### config.mk
export PLATFORM = sky130hd
export DESIGN_NAME = rps_sequencer
export DESIGN_NICKNAME = d
export VERILOG_FILES = /design/src/rtl/rps_pkg.sv /design/src/rtl/rps_sequencer.sv /design/src/rtl/rps_ms_tick.sv /design/src/rtl/rps_edge_detect.sv
export SDC_FILE = /design/constraint.sdc
export NUM_CORES = 1
export LEC_CHECK = 0
export ABC_CLOCK_PERIOD_IN_PS = 5050
export BUFFER_PORTS_ARGS = -buffer_cell sky130_fd_sc_hd__buf_4
export CAP_MARGIN = 20
export CORE_UTILIZATION = 55
export CTS_BUF_LIST = sky130_fd_sc_hd__clkbuf_4
export CTS_CLUSTER_SIZE = 25
export DETAILED_ROUTE_END_ITERATION = 6
export GPL_TIMING_DRIVEN = 0
export PLACE_DENSITY = 0.79
export SLEW_MARGIN = 40
export SYNTH_ARGS = -nofsm -noshare
export SYNTH_HDL_FRONTEND = slang
export SYNTH_HIERARCHICAL = 1
export SYNTH_SLANG_ARGS = --single-unit
### constraint.sdc
create_clock -name ref_clk -period 5.05 [get_ports ref_clk]
set_input_delay 1.01 -clock ref_clk [delete_from_list [all_inputs] [get_ports ref_clk]]
set_output_delay 1.01 -clock ref_clk [all_outputs]
set_load 0.02 [all_outputs]
### src/rtl/rps_pkg.sv
package rps_pkg;

  ////////////////////////////////////////////////////////////////////////////
  // Sizes
  localparam int NUM_RAILS = 8;
  localparam int NUM_DELAYS = 9;
  localparam logic [3:0] LAST_STROBE = 4'ha;
  localparam logic [3:0] FIRST_STROBE = 4'h1;
  localparam logic [3:0] NO_STROBE = 4'h0;

  ////////////////////////////////////////////////////////////////////////////
  // Register offsets
  localparam logic [3:0] OFS_RAIL_EN = 4'h0;
  localparam logic [3:0] OFS_ASSIGN0 = 4'h1;
  localparam logic [3:0] OFS_ASSIGN3 = 4'h4;
  localparam logic [3:0] OFS_DELAY0 = 4'h5;
  localparam logic [3:0] OFS_DELAY2 = 4'h7;
  localparam logic [3:0] OFS_CTRL = 4'h8;
  localparam logic [3:0] OFS_STATUS = 4'h9;
  localparam logic [3:0] OFS_STROBE = 4'ha;

  // Control fields
  localparam int CTRL_DLYMUL_BIT = 0;
  localparam int CTRL_LONGSEL_BIT = 1;
  localparam int CTRL_SUSPEND_BIT = 2;

  // Reset values
  localparam logic [7:0] RST_RAIL_EN = 8'h00;
  localparam logic [7:0] RST_CTRL = 8'h00;
  localparam logic [31:0] RST_ASSIGN = 32'ha987_6543;
  localparam logic [17:0] RST_DELAY = 18'h0_0000;

  ////////////////////////////////////////////////////////////////////////////
  // Timing
  localparam int CLK_PERIOD_NS = 20;
  localparam int TICK_PERIOD_NS = 1000000;
  localparam int TICK_CYCLES = TICK_PERIOD_NS / CLK_PERIOD_NS;
  localparam int DELAY_MIN_MS = 2;
  localparam int DELAY_MAX_MS = 5;
  localparam int PDN_DELAY_FACTOR = 10;
  localparam int WAIT_TIMEOUT_MS = 20000;
  localparam int LONG_PRESS_MS = 8000;
  localparam int LONG_PRESS_ALT_MS = 15000;
  localparam int PDN_LIMIT_MS = 500;

  ////////////////////////////////////////////////////////////////////////////
  // Power states
  typedef enum logic [5:0] {
    ST_OFF = 6'h01,
    ST_PRE_OFF = 6'h02,
    ST_SUSPEND = 6'h04,
    ST_WAIT_FOR_ENABLE = 6'h08,
    ST_ACTIVE = 6'h10,
    ST_PWRDN = 6'h20
  } rps_state_t;

endpackage : rps_pkg

### src/rtl/rps_sequencer.sv
`timescale 1ns/1ps
// What this block does
// - Ten strobes, nine delays of 2 to 5 ms
// - Power-up fires strobe one, then steps upward
// - Assignments and delays held in writable registers
// - Off state wakes on edges or adapter grounded with main supply present
// - Pre-off state wakes on edges only, enable rise included
// - Suspend wakes on edges or enable level
// - Wake enters wait state and starts power-up
// - Wait holds while enable low, button/adapter low
// - Wait times out after 20 s into power-down
// - Enable moves wait to active, adapter ignored
// - Unassigned rails keep their present condition
// - Enable register blocked while sequencer runs
// - Enable bits show real rail state, read as zero while sequencer runs
// - Power-down runs strobe ten back to one
// - Power-down ends 500 ms after it starts
// - Enable low in active starts power-down
// - Long button press powers down
module rps_sequencer
  import rps_pkg::*;
#(
  parameter int TICK_CYCLES_P = TICK_CYCLES
) (
  // Clock and reset
  input wire logic ref_clk,
  input wire logic rst,
  // Register port
  input wire logic [3:0] reg_addr,
  input wire logic [7:0] reg_wdata,
  input wire logic reg_wr,
  input wire logic reg_rd,
  output logic [7:0] reg_rdata,
  // Wake and fault inputs
  input wire logic push_button_input,
  input wire logic adapter_detect_input,
  input wire logic host_power_enable,
  input wire logic main_supply_present,
  input wire logic undervoltage_lockout,
  input wire logic overtemperature_shutdown,
  // Rail control
  output logic [rps_pkg::NUM_RAILS-1:0] rail_enable,
  output logic [rps_pkg::NUM_RAILS-1:0] rail_discharge,
  output rps_pkg::rps_state_t power_state,
  output logic seq_busy
);
  import rps_pkg::*;

  ////////////////////////////////////////////////////////////////////////////
  // Tick and edges
  logic tick;
  logic [2:0] fall;
  logic [2:0] rise;

  rps_ms_tick #(.TICK_CYCLES(TICK_CYCLES_P)) u_tick (
    .ref_clk(ref_clk),
    .rst(rst),
    .tick(tick)
  );

  rps_edge_detect #(.W(3)) u_edge (
    .ref_clk(ref_clk),
    .rst(rst),
    .level({host_power_enable, adapter_detect_input, push_button_input}),
    .fall(fall),
    .rise(rise)
  );

  logic pb_fall, ac_fall, en_rise, no_fault;
  assign pb_fall = fall[0];
  assign ac_fall = fall[1];
  assign en_rise = rise[2];
  assign no_fault = !undervoltage_lockout && !overtemperature_shutdown;

  ////////////////////////////////////////////////////////////////////////////
  // Configuration registers
  logic [3:0] assign_reg [NUM_RAILS];
  logic [3:0] assign_next [NUM_RAILS];
  logic [1:0] dly_reg [NUM_DELAYS];
  logic [1:0] dly_next [NUM_DELAYS];
  logic [7:0] ctrl_reg, ctrl_next;
  logic [7:0] rd_next;

  // Delay in ticks, plus one so a partial first tick never shortens it
  function automatic logic [6:0] delay_ticks(input logic [1:0] code,
                                             input logic down,
                                             input logic mul);
    logic [6:0] ms;
    ms = 7'(DELAY_MIN_MS) + {5'h00, code};
    if (down && mul) begin
      ms = 7'(ms * PDN_DELAY_FACTOR);
    end
    delay_ticks = ms + 7'h01;
  endfunction : delay_ticks

  ////////////////////////////////////////////////////////////////////////////
  // Sequencer
  logic busy_reg, busy_next, down_reg, down_next, fire_reg, fire_next;
  logic [3:0] strobe_reg, strobe_next;
  logic [6:0] dcnt_reg, dcnt_next;
  logic [9:0] pdn_ms_reg, pdn_ms_next;
  logic pdn_done;
  logic start_up, start_dn;

  assign pdn_done = down_reg && busy_reg
                    && pdn_ms_reg == 10'(PDN_LIMIT_MS + 1);

  always_comb begin
    busy_next = busy_reg;
    down_next = down_reg;
    fire_next = 1'b0;
    strobe_next = strobe_reg;
    dcnt_next = dcnt_reg;
    pdn_ms_next = pdn_ms_reg;
    if (start_dn) begin
      busy_next = 1'b1;
      down_next = 1'b1;
      fire_next = 1'b1;
      strobe_next = LAST_STROBE;
      dcnt_next = delay_ticks(dly_reg[NUM_DELAYS-1], 1'b1,
                              ctrl_reg[CTRL_DLYMUL_BIT]);
      pdn_ms_next = 10'h000;
    end else if (start_up) begin
      busy_next = 1'b1;
      down_next = 1'b0;
      fire_next = 1'b1;
      strobe_next = FIRST_STROBE;
      dcnt_next = delay_ticks(dly_reg[0], 1'b0, 1'b0);
    end else if (pdn_done) begin
      busy_next = 1'b0;
    end else if (busy_reg && tick) begin
      if (down_reg) begin
        pdn_ms_next = pdn_ms_reg + 10'h001;
      end
      if (dcnt_reg > 7'h01) begin
        dcnt_next = dcnt_reg - 7'h01;
      end else if (!down_reg) begin
        strobe_next = strobe_reg + 4'h1;
        fire_next = 1'b1;
        if (strobe_reg + 4'h1 == LAST_STROBE) begin
          busy_next = 1'b0;
        end else begin
          dcnt_next = delay_ticks(dly_reg[strobe_reg], 1'b0, 1'b0);
        end
      end else if (strobe_reg > FIRST_STROBE) begin
        strobe_next = strobe_reg - 4'h1;
        fire_next = 1'b1;
        dcnt_next = 7'h00;
        if (strobe_reg > 4'h2) begin
          dcnt_next = delay_ticks(dly_reg[strobe_reg - 4'h3], 1'b1,
                                  ctrl_reg[CTRL_DLYMUL_BIT]);
        end
      end
    end
  end

  always_ff @(posedge ref_clk or posedge rst) begin
    if (rst) begin
      busy_reg <= 1'b0;
      down_reg <= 1'b0;
      fire_reg <= 1'b0;
      strobe_reg <= NO_STROBE;
      dcnt_reg <= 7'h00;
      pdn_ms_reg <= 10'h000;
    end else begin
      busy_reg <= busy_next;
      down_reg <= down_next;
      fire_reg <= fire_next;
      strobe_reg <= strobe_next;
      dcnt_reg <= dcnt_next;
      pdn_ms_reg <= pdn_ms_next;
    end
  end

  ////////////////////////////////////////////////////////////////////////////
  // Power state machine
  rps_state_t state_reg, state_next, target_reg, target_next;
  logic [14:0] wait_ms_reg, wait_ms_next;
  logic [13:0] press_ms_reg, press_ms_next;
  logic long_press, wait_expired, btn_states;

  assign btn_states = state_reg inside {ST_WAIT_FOR_ENABLE, ST_ACTIVE,
                                        ST_SUSPEND};
  assign long_press = ctrl_reg[CTRL_LONGSEL_BIT] ?
    press_ms_reg > 14'(LONG_PRESS_ALT_MS) : press_ms_reg > 14'(LONG_PRESS_MS);
  assign wait_expired = wait_ms_reg >= 15'(WAIT_TIMEOUT_MS);

  always_comb begin
    state_next = state_reg;
    target_next = target_reg;
    start_up = 1'b0;
    start_dn = 1'b0;
    wait_ms_next = 15'h0000;
    press_ms_next = 14'h0000;
    if (btn_states && !push_button_input) begin
      press_ms_next = press_ms_reg + {13'h0000, tick && !long_press};
    end
    unique case (state_reg)
      ST_OFF: begin
        if (no_fault && (pb_fall || ac_fall || en_rise
            || (main_supply_present && !adapter_detect_input))) begin
          start_up = 1'b1;
        end
      end
      ST_PRE_OFF: begin
        start_up = no_fault && (pb_fall || ac_fall || en_rise);
      end
      ST_SUSPEND: begin
        if (!no_fault || long_press) begin
          start_dn = 1'b1;
          target_next = ST_OFF;
        end else if (pb_fall || ac_fall || host_power_enable) begin
          start_up = 1'b1;
        end
      end
      ST_WAIT_FOR_ENABLE: begin
        wait_ms_next = wait_ms_reg + {14'h0000, tick && !wait_expired};
        if (!no_fault || long_press) begin
          start_dn = 1'b1;
          target_next = ST_OFF;
        end else if (host_power_enable) begin
          state_next = ST_ACTIVE;
        end else if (push_button_input && adapter_detect_input
                     && wait_expired) begin
          start_dn = 1'b1;
          target_next = ST_OFF;
        end
      end
      ST_ACTIVE: begin
        if (!no_fault || long_press) begin
          start_dn = 1'b1;
          target_next = ST_OFF;
        end else if (!host_power_enable) begin
          start_dn = 1'b1;
          target_next = ctrl_reg[CTRL_SUSPEND_BIT] ? ST_SUSPEND : ST_PRE_OFF;
        end
      end
      ST_PWRDN: begin
        if (pdn_done) begin
          state_next = target_reg;
        end
      end
    endcase
    if (start_up) begin
      state_next = ST_WAIT_FOR_ENABLE;
    end
    if (start_dn) begin
      state_next = ST_PWRDN;
    end
  end

  always_ff @(posedge ref_clk or posedge rst) begin
    if (rst) begin
      state_reg <= ST_OFF;
      target_reg <= ST_OFF;
      wait_ms_reg <= 15'h0000;
      press_ms_reg <= 14'h0000;
    end else begin
      state_reg <= state_next;
      target_reg <= target_next;
      wait_ms_reg <= wait_ms_next;
      press_ms_reg <= press_ms_next;
    end
  end

  ////////////////////////////////////////////////////////////////////////////
  // Registers and rail enables
  logic [NUM_RAILS-1:0] en_reg, en_next, dis_reg, dis_next;
  logic en_locked, en_write;

  // Last up-strobe clears busy while its fire is pending, so both lock
  assign en_locked = busy_reg || fire_reg;
  assign en_write = reg_wr && reg_addr == OFS_RAIL_EN && !en_locked;

  always_comb begin
    assign_next = assign_reg;
    dly_next = dly_reg;
    ctrl_next = ctrl_reg;
    en_next = en_reg;
    dis_next = dis_reg;
    rd_next = 8'h00;
    if (reg_wr && reg_addr inside {[OFS_ASSIGN0:OFS_ASSIGN3]}) begin
      assign_next[2*(reg_addr - OFS_ASSIGN0)] = reg_wdata[3:0];
      assign_next[2*(reg_addr - OFS_ASSIGN0) + 1] = reg_wdata[7:4];
    end
    if (reg_wr && reg_addr inside {[OFS_DELAY0:OFS_DELAY2]}) begin
      for (int k = 0; k < 4; k++) begin
        if (4*(reg_addr - OFS_DELAY0) + k < NUM_DELAYS) begin
          dly_next[4*(reg_addr - OFS_DELAY0) + k] = reg_wdata[2*k +: 2];
        end
      end
    end
    if (reg_wr && reg_addr == OFS_CTRL) begin
      ctrl_next = reg_wdata;
    end
    if (en_write) begin
      en_next = reg_wdata;
      dis_next = dis_reg & ~reg_wdata;
    end
    for (int r = 0; r < NUM_RAILS; r++) begin
      // Strobe is never zero, so unassigned rails never match
      if (fire_reg && assign_reg[r] == strobe_reg) begin
        en_next[r] = !down_reg;
        dis_next[r] = down_reg;
      end
    end
    if (reg_rd) begin
      unique case (reg_addr) inside
        OFS_RAIL_EN: rd_next = en_locked ? 8'h00 : en_reg;
        [OFS_ASSIGN0:OFS_ASSIGN3]:
          rd_next = {assign_reg[2*(reg_addr - OFS_ASSIGN0) + 1],
                     assign_reg[2*(reg_addr - OFS_ASSIGN0)]};
        [OFS_DELAY0:OFS_DELAY2]: begin
          for (int k = 0; k < 4; k++) begin
            if (4*(reg_addr - OFS_DELAY0) + k < NUM_DELAYS) begin
              rd_next[2*k +: 2] = dly_reg[4*(reg_addr - OFS_DELAY0) + k];
            end
          end
        end
        OFS_CTRL: rd_next = ctrl_reg;
        OFS_STATUS: rd_next = {busy_reg, down_reg, state_reg};
        OFS_STROBE: rd_next = {4'h0, strobe_reg};
        default: rd_next = 8'h00;
      endcase
    end
  end

  always_ff @(posedge ref_clk or posedge rst) begin
    if (rst) begin
      for (int r = 0; r < NUM_RAILS; r++) begin
        assign_reg[r] <= RST_ASSIGN[4*r +: 4];
      end
      for (int d = 0; d < NUM_DELAYS; d++) begin
        dly_reg[d] <= RST_DELAY[2*d +: 2];
      end
      ctrl_reg <= RST_CTRL;
      en_reg <= RST_RAIL_EN;
      dis_reg <= '0;
      reg_rdata <= 8'h00;
    end else begin
      assign_reg <= assign_next;
      dly_reg <= dly_next;
      ctrl_reg <= ctrl_next;
      en_reg <= en_next;
      dis_reg <= dis_next;
      reg_rdata <= rd_next;
    end
  end

  assign rail_enable = en_reg;
  assign rail_discharge = dis_reg;
  assign power_state = state_reg;
  assign seq_busy = busy_reg;
endmodule : rps_sequencer

### src/rtl/rps_ms_tick.sv
`timescale 1ns/1ps
module rps_ms_tick #(
  parameter int TICK_CYCLES = 50000
) (
  // Clock and reset
  input wire logic ref_clk,
  input wire logic rst,
  // Millisecond enable
  output logic tick
);
  logic [16:0] cnt_reg;
  logic [16:0] cnt_next;
  logic tick_next;

  always_comb begin
    tick_next = 1'b0;
    cnt_next = cnt_reg + 17'h0_0001;
    if (cnt_reg == 17'(TICK_CYCLES - 1)) begin
      cnt_next = 17'h0_0000;
      tick_next = 1'b1;
    end
  end

  always_ff @(posedge ref_clk or posedge rst) begin
    if (rst) begin
      cnt_reg <= 17'h0_0000;
      tick <= 1'b0;
    end else begin
      cnt_reg <= cnt_next;
      tick <= tick_next;
    end
  end
endmodule : rps_ms_tick

### src/rtl/rps_edge_detect.sv
`timescale 1ns/1ps
module rps_edge_detect #(
  parameter int W = 3
) (
  // Clock and reset
  input wire logic ref_clk,
  input wire logic rst,
  // Levels in, edges out
  input wire logic [W-1:0] level,
  output logic [W-1:0] fall,
  output logic [W-1:0] rise
);
  // Held high at reset so an idle-high pin gives no false press
  logic [W-1:0] prev_reg;
  logic [W-1:0] prev_next;

  always_comb begin
    prev_next = level;
    fall = prev_reg & ~level;
    rise = ~prev_reg & level;
  end

  always_ff @(posedge ref_clk or posedge rst) begin
    if (rst) begin
      prev_reg <= '1;
    end else begin
      prev_reg <= prev_next;
    end
  end
endmodule : rps_edge_detect

==> insert_results.sql, run 1 <==
INSERT INTO impl_metrics (metric_group, metric, value, unit) VALUES
('yosys', 'syn-mean-instance-area', '10.35', 'sq um'),
('clocking', 'cts_inserted_buffers', '17', ''),
('floorplan', 'core', '0.01664', 'sq mm'),
('pwr', 'static-leakage-power', '0.004588', 'uW'),
('critical_path', 'critical_path.startpoint_type', 'register', ''),
('route', 'detailed_router_iteration_count_before_antenna_repair', '5', ''),
('sta', 'layout_skew', '0.03164', 'ns'),
('pwr', 'netSwitchingFraction', '0.2889', ''),
('global_routing', 'via_count_of_the_first_global_routing_pass', '7346', ''),
('clocking', 'cts_sinks', '165', ''),
('pwr', 'peakVddDrop', '0.2143', 'mV'),
('route', 'detail_route.wl_per_cell', '19.44', 'um'),
('floorplan', 'die_height', '132.8', 'um'),
('sta', 'fin_setup_tns', '0', 'ns'),
('place', 'dp_slack', '0.3313', 'ns'),
('global_routing', 'grt_start_max_net_pins', '78', ''),
('route', 'drtIter0Drc', '617', ''),
('sta', 'layout_min_cycle_time', '4.578', 'ns'),
('sta', 'fmaxAchievable', '218.4', 'MHz'),
('sta', 'finalHoldViolations', '0', ''),
('pwr', 'share_seq_of_total_power', '0.558', ''),
('clocking', 'holdBufCountCts', '0', ''),
('cells_and_area', 'number_of_nets_in_the_final_layout', '1025', ''),
('sta', 'finalSetupViolations', '0', ''),
('global_routing', 'globalRouteTotalUtil', '0.2829', ''),
('sta', 'min_period_over_period', '0.9065', ''),
('sta', 'timing.slew.headroom', '0.4758', ''),
('yosys', 'syn_nets', '958', ''),
('critical_path', 'worstSetupPathType', 'reg2reg', ''),
('pwr', 'power_frac_clock', '0.302', ''),
('clocking', 'clkTransAtPathRegs', '0.14', 'ns'),
('route', 'finalWirelength', '23.51', 'mm'),
('critical_path', 'r2r-start', 'strobe_reg[1]', ''),
('sta', 'whs', '0.4299', 'ns'),
('floorplan', 'initial_utilization', '0.5655', ''),
('sta', 'worst_slack', '0.4722', 'ns'),
('global_routing', 'initial_antenna_violation_count', '0', ''),
('place', 'gp_congestion', '0.9309', ''),
('sta', 'number_of_pins_exceeding_their_max_slew_limit_in_the_final_report', '0', ''),
('pwr', 'total_power', '2741', 'uW'),
('floorplan', 'design.die.area', '0.01764', 'sq mm'),
('global_routing', 'grt_first_pass_wirelength', '38.66', 'mm'),
('critical_path', 'endpoint_kind', 'register', ''),
('clocking', 'clock_latency', '0.63', 'ns'),
('pwr', 'power_frac_comb', '0.140', ''),
('status', 'run_status', 'finished, final reports clean', ''),
('place', 'numPortBuffers', '47', ''),
('worst_hold_path', 'hp-class', 'in2async', ''),
('global_routing', 'grt_overflow_total', '0', ''),
('floorplan', 'design.portCount', '53', ''),
('critical_path', 'crit_path_max_fanout', '10', ''),
('job', 'cap_viol_max_count', '0', ''),
('pwr', 'cell_internal_pwr', '1949', 'uW'),
('sta', 'unrepaired_setup_endpoints_after_global_routing', 'no', ''),
('place', 'dpl.hpwl', '17.07', 'mm'),
('route', 'avgViaCountPerCell', '6.162', ''),
('floorplan', 'die_width', '132.8', 'um'),
('critical_path', 'worst_ep_required_time', '5.61', 'ns'),
('yosys', 'synth.yosys.warnings', '6', ''),
('cells_and_area', 'fraction_of_layout_instances_using_a_drive_strength_above_1', '0.2093', ''),
('cells_and_area', 'finalNonFillerCells', '1209', ''),
('critical_path', 'rrSetupSlack', '0.47', 'ns'),
('critical_path', 'critPathArrivalTime', '5.14', 'ns'),
('cells_and_area', 'layout-area-overhead-vs-synth', '10.29', '%'),
('pwr', 'p_switching', '792.1', 'uW'),
('clocking', 'tritoncts', 'done', ''),
('yosys', 'synthCells', '909', ''),
('place', 'placedCellCount', '1177', ''),
('clocking', 'htreeDepth', '4', ''),
('route', 'routed-via-count', '7450', ''),
('pwr', 'powerDensity', '264.1', 'mW/mm^2'),
('route', 'drc', '0', ''),
('yosys', 'post_synth_instance_area', '0.009412', 'sq mm'),
('sta', 'worst-slew-pin-transition', '0.7792', 'ns'),
('clocking', 'ctsLongestPathBuffers', '2', ''),
('clocking', 'post-cts-setup-buffer-count', '0', ''),
('floorplan', 'floorplan.rows', '47', ''),
('clocking', 'cts.root.buffer_cell', 'sky130_fd_sc_hd__clkbuf_4', ''),
('critical_path', 'worstReg2RegEnd', 'dcnt_reg[3]', ''),
('critical_path', 'number_of_cell_instances_on_the_worst_register_to_register_path', '13', ''),
('route', 'postRouteAntennaNets', '0', ''),
('cells_and_area', 'diodes', '0', ''),
('cells_and_area', 'flip_flop_count_of_the_largest_register_after_layout', '32', '');
## layer usage
layer	share of wire	vias up	track usage
met5	0	-	0
met4	0.041	0	0.1284
met3	0.065	78	0.05556
met2	0.48	319	0.4511
met1	0.42	3651	0.3743
li1	-	3402	-
## worst max-delay path: stages, from the launching register on
cell and delay (ns):
sky130_fd_sc_hd__dfrtp_1 0.47, sky130_fd_sc_hd__buf_1 0.50, sky130_fd_sc_hd__clkbuf_2 0.41, sky130_fd_sc_hd__inv_1 0.11, sky130_fd_sc_hd__ha_1 0.33, sky130_fd_sc_hd__buf_2 0.26, sky130_fd_sc_hd__mux4_2 0.55, sky130_fd_sc_hd__mux2_2 0.28
sky130_fd_sc_hd__a221o_1 0.41, sky130_fd_sc_hd__ha_1 0.37, sky130_fd_sc_hd__nand2_1 0.05, sky130_fd_sc_hd__or4_1 0.41, sky130_fd_sc_hd__a31oi_1 0.21, sky130_fd_sc_hd__o22a_1 0.17
## power by group through the flow
stage	clock network (uW)	registers (uW)	logic [uW]
6_report	828	1530	383
5_1_grt	890	1540	423
4_1_cts	836	1530	383
3_5_place_dp	0	1550	380
3_3_place_gp	0	1540	363
2_1_floorplan	0	1520	288
## cell usage in the layout, fill, tap and decap left out, drive strengths merged, types with 3 or more instances in the layout
| cell type | count |
|---|---|
| a21o | 8 |
| a21oi | 44 |
| a222oi | 4 |
| a22o | 5 |
| a22oi | 5 |
| a31oi | 14 |
| a32o | 4 |
| a32oi | 4 |
| and2 | 10 |
| and2b | 3 |
| and3 | 15 |
| and4 | 5 |
| buf | 64 |
| clkbuf | 45 |
| clkinv | 3 |
| dfrtp | 145 |
| dfstp | 20 |
| ha | 27 |
| inv | 38 |
| mux2 | 67 |
| mux2i | 8 |
| mux4 | 18 |
| nand2 | 73 |
| nand2b | 5 |
| nand3 | 33 |
| nand3b | 3 |
| nand4 | 18 |
| nor2 | 77 |
| nor2b | 9 |
| nor3 | 13 |
| nor4 | 19 |
| o21ai | 32 |
| o22a | 7 |
| o31ai | 3 |
| or2 | 3 |
| or3 | 7 |
| or4 | 5 |
| xnor2 | 35 |
| xor2 | 56 |
## area by class of cell
| type | instances | area [sq um] |
|---|---|---|
| flip-flops and latches | 165 | 4154 |
| inverters | 33 | 131.4 |
| fillers | 1374 | 6262 |
| well taps | 220 | 275.3 |
| clock buffers | 20 | 150.1 |
| clock inverters | 12 | 147.6 |
| repair buffers | 48 | 380.4 |
| plain buffers | 41 | 175.2 |
| multi-input cells | 670 | 4966 |
## how the worst max path moves through the flow
| stage | startpoint | to | depth (start not counted) |
|---|---|---|---|
| 2_1_floorplan | rst | assign_reg[0] | 1 |
| 3_5_place_dp | strobe_reg[1] | dcnt_reg[3] | 13 |
| 5_1_grt | strobe_reg[1] | dcnt_reg[4] | 15 |
| 6_report | strobe_reg[1] | dcnt_reg[3] | 13 |
| 4_1_cts | strobe_reg[1] | dcnt_reg[3] | 13 |
| 3_3_place_gp | rst | assign_reg[21] | 2 |
## metrics by stage
stage / instance area [sq um] / util
2_1_floorplan: 9412 / -
6_report: 10380 / 0.6237
5_1_grt: 10380 / 0.6237
3_3_place_gp: 10040 / 0.6033
4_1_cts: 10380 / 0.6236
3_5_place_dp: 10080 / 0.6057
## timing repair
item | 4_1_cts | 5_1_grt
resized for setup | 0 | 1
setup endpoints to repair | 0 | 1
hold endpoints to repair | 0 | 0
No activity file was read; power rests on OpenSTA's default activity.
==> inputs of run 2 (changes only) <==
Settings changed: CAP_MARGIN 20 to 10, RECOVER_POWER from default to 100, SLEW_MARGIN 40 to 30.
==> run 2 against run 1 <==
Against the previous run:
- the run now ends with capacitance limit, slew limit left
- sequential power about the same
- count of clock-buffer cells in the layout decreased by 2
- critical path depth increased by 1
- maximum frequency increased by 0.85%
- power decreased by 3.4%
- global-route usage decreased by 0.53 points
- die area unchanged
- non-clock buffer count increased by 1
- design area decreased by 2.0%
- wire length decreased by 0.20%
- worst setup slack improved by 0.039 ns
- hold slack improved by 0.072 ns
- critical path type unchanged
- largest power group unchanged
- highest routed layer unchanged
==> insert_results.sql, run 2 (same netlist as run 1, synthesis figures left out) <==
INSERT INTO impl_metrics (metric_group, metric, value, unit) VALUES
('cells_and_area', 'postLayoutCoreUtil', '0.6111', ''),
('clocking', 'holdBufCountCts', '0', ''),
('sta', 'finalHoldViolations', '0', ''),
('place', 'numPortBuffers', '47', ''),
('global_routing', 'grt_util_met1', '0.3703', ''),
('critical_path', 'endpoint_kind', 'register', ''),
('route', 'drc', '0', ''),
('worst_hold_path', 'hp-start', 'target_reg[1]', ''),
('sta', 'timing.slew.headroom', '-1.094', ''),
('sta', 'number_of_pins_exceeding_their_max_slew_limit_in_the_final_report', '79', ''),
('global_routing', 'grt_first_pass_wirelength', '37.86', 'mm'),
('global_routing', 'gr-usage-met3', '0.04751', ''),
('job', 'cap_viol_max_count', '2', ''),
('cells_and_area', 'layout-area-overhead-vs-synth', '8.057', '%'),
('floorplan', 'initial_utilization', '0.5655', ''),
('pwr', 'cell_internal_pwr', '1877', 'uW'),
('route', 'finalWirelength', '23.46', 'mm'),
('place', 'dpl.hpwl', '17.09', 'mm'),
('critical_path', 'critPathArrivalTime', '5.02', 'ns'),
('global_routing', 'grt_start_max_net_pins', '78', ''),
('route', 'postRouteAntennaNets', '0', ''),
('global_routing', 'initial_antenna_violation_count', '1', ''),
('floorplan', 'design.die.area', '0.01764', 'sq mm'),
('route', 'drtIter0Drc', '625', ''),
('route', 'routed-via-count', '7449', ''),
('status', 'failed_checks', 'capacitance limit, slew limit', ''),
('cells_and_area', 'finalNonFillerCells', '1210', ''),
('pwr', 'power_frac_clock', '0.280', ''),
('pwr', 'share_seq_of_total_power', '0.577', ''),
('pwr', 'power_frac_comb', '0.143', ''),
('global_routing', 'groute.layer.met2.usage', '0.4424', ''),
('clocking', 'cts_inserted_buffers', '17', ''),
('cells_and_area', 'final_common_cell', 'sky130_fd_sc_hd__dfrtp_1', ''),
('pwr', 'netSwitchingFraction', '0.2913', ''),
('sta', 'layout_min_cycle_time', '4.539', 'ns'),
('place', 'gp_congestion', '0.9309', ''),
('status', 'run_status', 'finished with violations', ''),
('cells_and_area', 'flip_flop_count_of_the_largest_register_after_layout', '32', ''),
('place', 'placedInstanceArea', '0.01009', 'sq mm'),
('sta', 'fmaxAchievable', '220.3', 'MHz'),
('worst_hold_path', 'hp-class', 'reg2reg', ''),
('critical_path', 'crit_path_max_fanout', '10', ''),
('clocking', 'tritoncts', 'done', ''),
('pwr', 'static-leakage-power', '0.004384', 'uW'),
('floorplan', 'design.portCount', '53', ''),
('sta', 'worst-slew-pin-transition', '3.124', 'ns'),
('clocking', 'post-cts-setup-buffer-count', '0', ''),
('cells_and_area', 'fillerInstances', '1444', ''),
('route', 'detailed_router_iteration_count_before_antenna_repair', '6', ''),
('clocking', 'cts_sinks', '165', ''),
('critical_path', 'worst_ep_required_time', '5.53', 'ns'),
('global_routing', 'via_count_of_the_first_global_routing_pass', '7251', ''),
('clocking', 'ctsLongestPathBuffers', '2', ''),
('cells_and_area', 'final_area', '0.01017', 'sq mm'),
('floorplan', 'floorplan.rows', '47', ''),
('clocking', 'htreeDepth', '4', ''),
('critical_path', 'worstSetupPathType', 'reg2reg', ''),
('critical_path', 'r2r-start', 'strobe_reg[1]', ''),
('cells_and_area', 'number_of_nets_in_the_final_layout', '1026', ''),
('clocking', 'cts.root.buffer_cell', 'sky130_fd_sc_hd__clkbuf_4', ''),
('sta', 'layout_skew', '0.02186', 'ns'),
('global_routing', 'busiest_layer', 'met2', ''),
('critical_path', 'critical_path.startpoint', 'strobe_reg[1]', ''),
('sta', 'whs', '0.5016', 'ns'),
('cells_and_area', 'most-common-layout-cells', '145 x sky130_fd_sc_hd__dfrtp_1, 77 x sky130_fd_sc_hd__nor2_1, 73 x sky130_fd_sc_hd__nand2_1', ''),
('route', 'avgViaCountPerCell', '6.156', ''),
('sta', 'unrepaired_setup_endpoints_after_global_routing', 'no', ''),
('clocking', 'clock_latency', '0.58', 'ns'),
('floorplan', 'die_height', '132.8', 'um'),
('route', 'detail_route.wl_per_cell', '19.39', 'um'),
('cells_and_area', 'fraction_of_layout_instances_using_a_drive_strength_above_1', '0.1618', ''),
('floorplan', 'core', '0.01664', 'sq mm'),
('sta', 'finalSetupViolations', '0', ''),
('pwr', 'powerDensity', '260.4', 'mW/mm^2'),
('sta', 'min_period_over_period', '0.8988', ''),
('place', 'placedCellCount', '1178', ''),
('global_routing', 'grt_overflow_total', '0', ''),
('clocking', 'clkTransAtPathRegs', '0.14', 'ns'),
('critical_path', 'critical_path.startpoint_type', 'register', ''),
('pwr', 'peakVddDrop', '0.2177', 'mV'),
('floorplan', 'die_width', '132.8', 'um'),
('pwr', 'p_switching', '771.5', 'uW'),
('clocking', 'post_cts_resized', '0', ''),
('global_routing', 'globalRouteTotalUtil', '0.2776', '');
[run 2: cell types whose count changed in the layout (fill, tap and decap cells not counted), sizes merged]
| cell | before | now |
|---|---|---|
| buf | 64 | 21 |
| clkbuf | 45 | 86 |
| clkinv | 3 | 5 |
| clkdlybuf4s15 | 0 | 1 |
| diode | 0 | 1 |
| bufinv | 2 | 1 |
| clkinvlp | 2 | 3 |
| inv | 38 | 37 |
[run 2: critical path, stage by stage, from the launching register on]
cell and delay, ns:
sky130_fd_sc_hd__dfrtp_1 0.46, sky130_fd_sc_hd__clkbuf_1 0.48, sky130_fd_sc_hd__clkbuf_2 0.40, sky130_fd_sc_hd__inv_1 0.11, sky130_fd_sc_hd__ha_1 0.33, sky130_fd_sc_hd__buf_2 0.26, sky130_fd_sc_hd__mux4_2 0.55, sky130_fd_sc_hd__mux2_2 0.28
sky130_fd_sc_hd__a221o_1 0.41, sky130_fd_sc_hd__ha_1 0.37, sky130_fd_sc_hd__nand3_1 0.12, sky130_fd_sc_hd__xor2_1 0.16, sky130_fd_sc_hd__a32oi_1 0.20, sky130_fd_sc_hd__a21oi_1 0.09, sky130_fd_sc_hd__o22a_1 0.21
[run 2: worst paths after layout]
| kind | to | slack (ns) | depth (start not counted) |
|---|---|---|---|
| max in group asynchronous | press_ms_reg[12] | 2.25 | 2 |
| min in group asynchronous | u_edge/prev_reg[2] | 0.56 | 2 |
| worst min-delay path | target_reg[1] | 0.50 | 2 |
| worst min register to register | target_reg[1] | 0.50 | 2 |
| worst max-delay path | dcnt_reg[4] | 0.51 | 14 |
| worst max register to register | dcnt_reg[4] | 0.51 | 14 |
[run 2: per-layer routing]
metal	share of wire	vias up
met3	0.062	71
met4	0.042	0
met1	0.43	3657
met5	0	-
met2	0.47	302
li1	-	3419
[run 2: through the flow]
| stage | setup TNS [ns] | total power, uW | worst slack (ns) |
|---|---|---|---|
| 2_1_floorplan | 0 | 1804 | 0.2019 |
| 3_3_place_gp | -195.65 | 1907 | -1.547 |
| 3_5_place_dp | 0 | 1932 | 0.3501 |
| 4_1_cts | 0 | 2669 | 0.3306 |
| 5_1_grt | 0 | 2767 | 0.2378 |
| 6_report | 0 | 2649 | 0.5110 |
[run 2: power by group through the flow]
stage               clock network, uW  registers [uW]  logic [uW]
global route                      810            1540         416
finish                            742            1530         377
global placement                    0            1540         363
detailed placement                  0            1550         380
CTS                               760            1530         383
floorplan                           0            1520         288
[run 2: area by class of cell]
type	count	area (sq um)	area share
antenna	1	2.502	0.0002461
buffer	41	156.4	0.01538
clock buffer	18	135.1	0.01329
clock inverter	13	121.4	0.01193
inverter	33	125.1	0.01230
multi-input combinational	670	4940	0.4857
sequential	165	4154	0.4085
tap	220	275.3	0.02707
timing repair buffer	49	260.3	0.02559
==> inputs of run 3 (changes only) <==
Settings changed: ABC_AREA from default to 1.
==> run 3 against run 2 <==
Against the previous run:
- the run still ends with capacitance limit, slew limit left
- hold slack worse by 0.0095 ns
- maximum frequency is 6.7% higher
- clock power increased by 6.5%
- via count grew 24%
- critical path depth grew 3
- sequential power barely moved
- combinational power shrank 12%
- critical path type unchanged
- critical endpoint is now dcnt_reg[6]
- largest power group unchanged
- highest routed layer unchanged
==> insert_results.sql, run 3 <==
INSERT INTO impl_metrics (metric_group, metric, value, unit) VALUES
('status', 'run_status', 'finished with violations', ''),
('status', 'failed_checks', 'capacitance limit, slew limit', ''),
('route', 'detailed_router_iteration_count_before_antenna_repair', '5', ''),
('route', 'postRouteAntennaNets', '0', ''),
('pwr', 'cell_internal_pwr', '1846', 'uW'),
('pwr', 'powerDensity', '247.0', 'mW/mm^2'),
('place', 'placedInstanceArea', '0.01059', 'sq mm'),
('clocking', 'holdBufCountCts', '0', ''),
('floorplan', 'initial_utilization', '0.5677', ''),
('sta', 'worst-slew-pin-transition', '2.286', 'ns'),
('critical_path', 'endpoint_kind', 'register', ''),
('critical_path', 'slowest_delay', '0.63', 'ns'),
('sta', 'fmaxAchievable', '235.0', 'MHz'),
('clocking', 'post_cts_resized', '0', ''),
('critical_path', 'worst_ep_required_time', '5.54', 'ns'),
('critical_path', 'worstSetupPathType', 'reg2reg', ''),
('sta', 'number_of_pins_exceeding_their_max_slew_limit_in_the_final_report', '51', ''),
('clocking', 'cts.root.buffer_cell', 'sky130_fd_sc_hd__clkbuf_4', ''),
('place', 'numPortBuffers', '52', ''),
('place', 'dpl.hpwl', '19.18', 'mm'),
('route', 'routed-via-count', '9262', ''),
('critical_path', 'critical_path.startpoint_type', 'register', ''),
('cells_and_area', 'layout-area-overhead-vs-synth', '7.568', '%'),
('sta', 'layout_min_cycle_time', '4.255', 'ns'),
('critical_path', 'critPathArrivalTime', '4.75', 'ns'),
('pwr', 'total_power', '2627', 'uW'),
('sta', 'layout_skew', '0.02512', 'ns'),
('pwr', 'netSwitchingFraction', '0.2972', ''),
('pwr', 'power_frac_comb', '0.126', ''),
('floorplan', 'die_width', '136.1', 'um'),
('cells_and_area', 'final_common_cell', 'sky130_fd_sc_hd__nand2_1', ''),
('cells_and_area', 'most-common-layout-cells', '309 x sky130_fd_sc_hd__nand2_1, 177 x sky130_fd_sc_hd__inv_1, 155 x sky130_fd_sc_hd__nor2_1', ''),
('pwr', 'peakVddDrop', '0.2133', 'mV'),
('floorplan', 'die_height', '136.1', 'um'),
('clocking', 'cts_inserted_buffers', '17', ''),
('pwr', 'power_frac_clock', '0.301', ''),
('cells_and_area', 'number_of_nets_in_the_final_layout', '1469', ''),
('yosys', 'syn_nets', '1397', ''),
('floorplan', 'design.portCount', '53', ''),
('sta', 'unrepaired_setup_endpoints_after_global_routing', 'no', ''),
('clocking', 'ctsLongestPathBuffers', '2', ''),
('clocking', 'cts_sinks', '165', ''),
('job', 'cap_viol_max_count', '1', ''),
('route', 'drtIter0Drc', '708', ''),
('sta', 'timing.slew.headroom', '-0.5326', ''),
('route', 'finalWirelength', '26.16', 'mm'),
('global_routing', 'grt_start_max_net_pins', '95', ''),
('global_routing', 'initial_antenna_violation_count', '1', ''),
('cells_and_area', 'fillerInstances', '1634', ''),
('critical_path', 'crit_path_max_fanout', '11', ''),
('clocking', 'clock_latency', '0.59', 'ns'),
('global_routing', 'globalRouteTotalUtil', '0.2986', ''),
('sta', 'finalHoldViolations', '0', ''),
('clocking', 'clkTransAtPathRegs', '0.14', 'ns'),
('route', 'detail_route.wl_per_cell', '15.78', 'um'),
('floorplan', 'core', '0.01742', 'sq mm'),
('yosys', 'synthCells', '1348', ''),
('clocking', 'post-cts-setup-buffer-count', '0', ''),
('pwr', 'share_seq_of_total_power', '0.574', ''),
('floorplan', 'floorplan.rows', '48', ''),
('cells_and_area', 'flip_flop_count_of_the_largest_register_after_layout', '32', ''),
('floorplan', 'design.die.area', '0.01852', 'sq mm'),
('route', 'drc', '0', ''),
('yosys', 'post_synth_instance_area', '0.009887', 'sq mm'),
('worst_hold_path', 'hp-class', 'in2async', ''),
('global_routing', 'via_count_of_the_first_global_routing_pass', '8512', ''),
('yosys', 'synth.yosys.warnings', '6', ''),
('cells_and_area', 'fraction_of_layout_instances_using_a_drive_strength_above_1', '0.07472', ''),
('route', 'avgViaCountPerCell', '5.586', ''),
('clocking', 'tritoncts', 'done', ''),
('global_routing', 'grt_overflow_total', '0', ''),
('pwr', 'static-leakage-power', '0.005042', 'uW'),
('sta', 'worst_slack', '0.7949', 'ns'),
('global_routing', 'grt_first_pass_wirelength', '42.55', 'mm'),
('critical_path', 'timing.critical_path.slowest_stage_cell', 'sky130_fd_sc_hd__clkbuf_1', ''),
('pwr', 'p_switching', '780.5', 'uW'),
('clocking', 'htreeDepth', '4', ''),
('yosys', 'syn-mean-instance-area', '7.335', 'sq um'),
('place', 'dp_slack', '0.9521', 'ns'),
('critical_path', 'crit_chain', 'inv_1, clkbuf_1, clkbuf_1, ha_1, inv_1, nand3_1, o21ai_0, nand2_1, o21ai_0, ha_1, nand2_1, nor2_1, inv_1, or2_2, o22ai_1, o21ai_0, a21oi_1', ''),
('sta', 'finalSetupViolations', '0', ''),
('sta', 'min_period_over_period', '0.8426', ''),
('place', 'gp_congestion', '0.9956', ''),
('critical_path', 'rrSetupSlack', '0.79', 'ns'),
('cells_and_area', 'final_area', '0.01064', 'sq mm');
[run 3: changes by cell type in the layout (fill, tap and decap cells not counted), moves of 29 or more]
cell and delta:
sky130_fd_sc_hd__a21oi_1 +29, sky130_fd_sc_hd__inv_1 +145, sky130_fd_sc_hd__mux2_2 -66, sky130_fd_sc_hd__nand2_1 +236, sky130_fd_sc_hd__nand3_1 +41, sky130_fd_sc_hd__nor2_1 +78
sky130_fd_sc_hd__o21ai_0 +109, sky130_fd_sc_hd__xnor2_1 -29
[run 3: power by group through the flow]
stage | Sequential, uW | Clock, uW | Combinational [uW]
finish | 1510 | 790 | 330
global route | 1520 | 855 | 380
CTS | 1500 | 802 | 334
detailed placement | 1530 | 0 | 333
global placement | 1520 | 0 | 319
floorplan | 1500 | 0 | 237
[run 3: path summary, 6_finish.rpt]
path / endpoint / start / cells after the start
min in group ref_clk: u_tick/cnt_reg[16] / u_tick/cnt_reg[16] / 1
hold / removal: u_edge/prev_reg[1] / rst / 2
hold reg to reg: u_tick/cnt_reg[16] / u_tick/cnt_reg[16] / 1
setup reg to reg: dcnt_reg[6] / strobe_reg[1] / 17
setup / recovery: dcnt_reg[6] / strobe_reg[1] / 17
max in group asynchronous: assign_reg[1] / rst / 3
[run 3: layout make-up]
type / instances / area [sq um] / area share
Clock buffer: 20 / 150.1 / 0.01412
Antenna cell: 1 / 2.502 / 0.0002353
Timing Repair Buffer: 53 / 282.8 / 0.02659
Clock inverter: 11 / 126.4 / 0.01188
Multi-Input combinational cell: 955 / 4752 / 0.4468
Buffer: 34 / 156.4 / 0.01471
Sequential cell: 165 / 4154 / 0.3906
Inverter: 194 / 729.5 / 0.06859
Tap cell: 225 / 281.5 / 0.02647
[run 3: metal layers]
metal / vias up / wire [um] / GRT usage
li1: 4556 / - / -
met4: 0 / 865 / 0.1210
met1: 4279 / 11440 / 0.4108
met2: 366 / 11980 / 0.4676
met3: 61 / 1874 / 0.05034
met5: - / 0 / 0
[run 3: metrics by stage]
stage | hold WS [ns] | TNS [ns] | cells | utilization
2_1_floorplan | 0.4416 | 0 | 1348 | -
3_3_place_gp | 0.4576 | -183.88 | 1625 | 0.6063
3_5_place_dp | 0.4623 | 0 | 1626 | 0.6083
4_1_cts | 0.4046 | 0 | 1657 | 0.6241
5_1_grt | 0.4937 | 0 | 1658 | 0.6106
6_report | 0.4921 | 0 | 1658 | 0.6106
[run 3: worst max-delay path, delay by kind of cell (launching register included)]
family          cells  cell delay [ns]
buf+inv             5             1.51
compound gates      5             0.91
simple gates        5             0.67
fa+ha+maj           2             0.64
flops               1             0.45
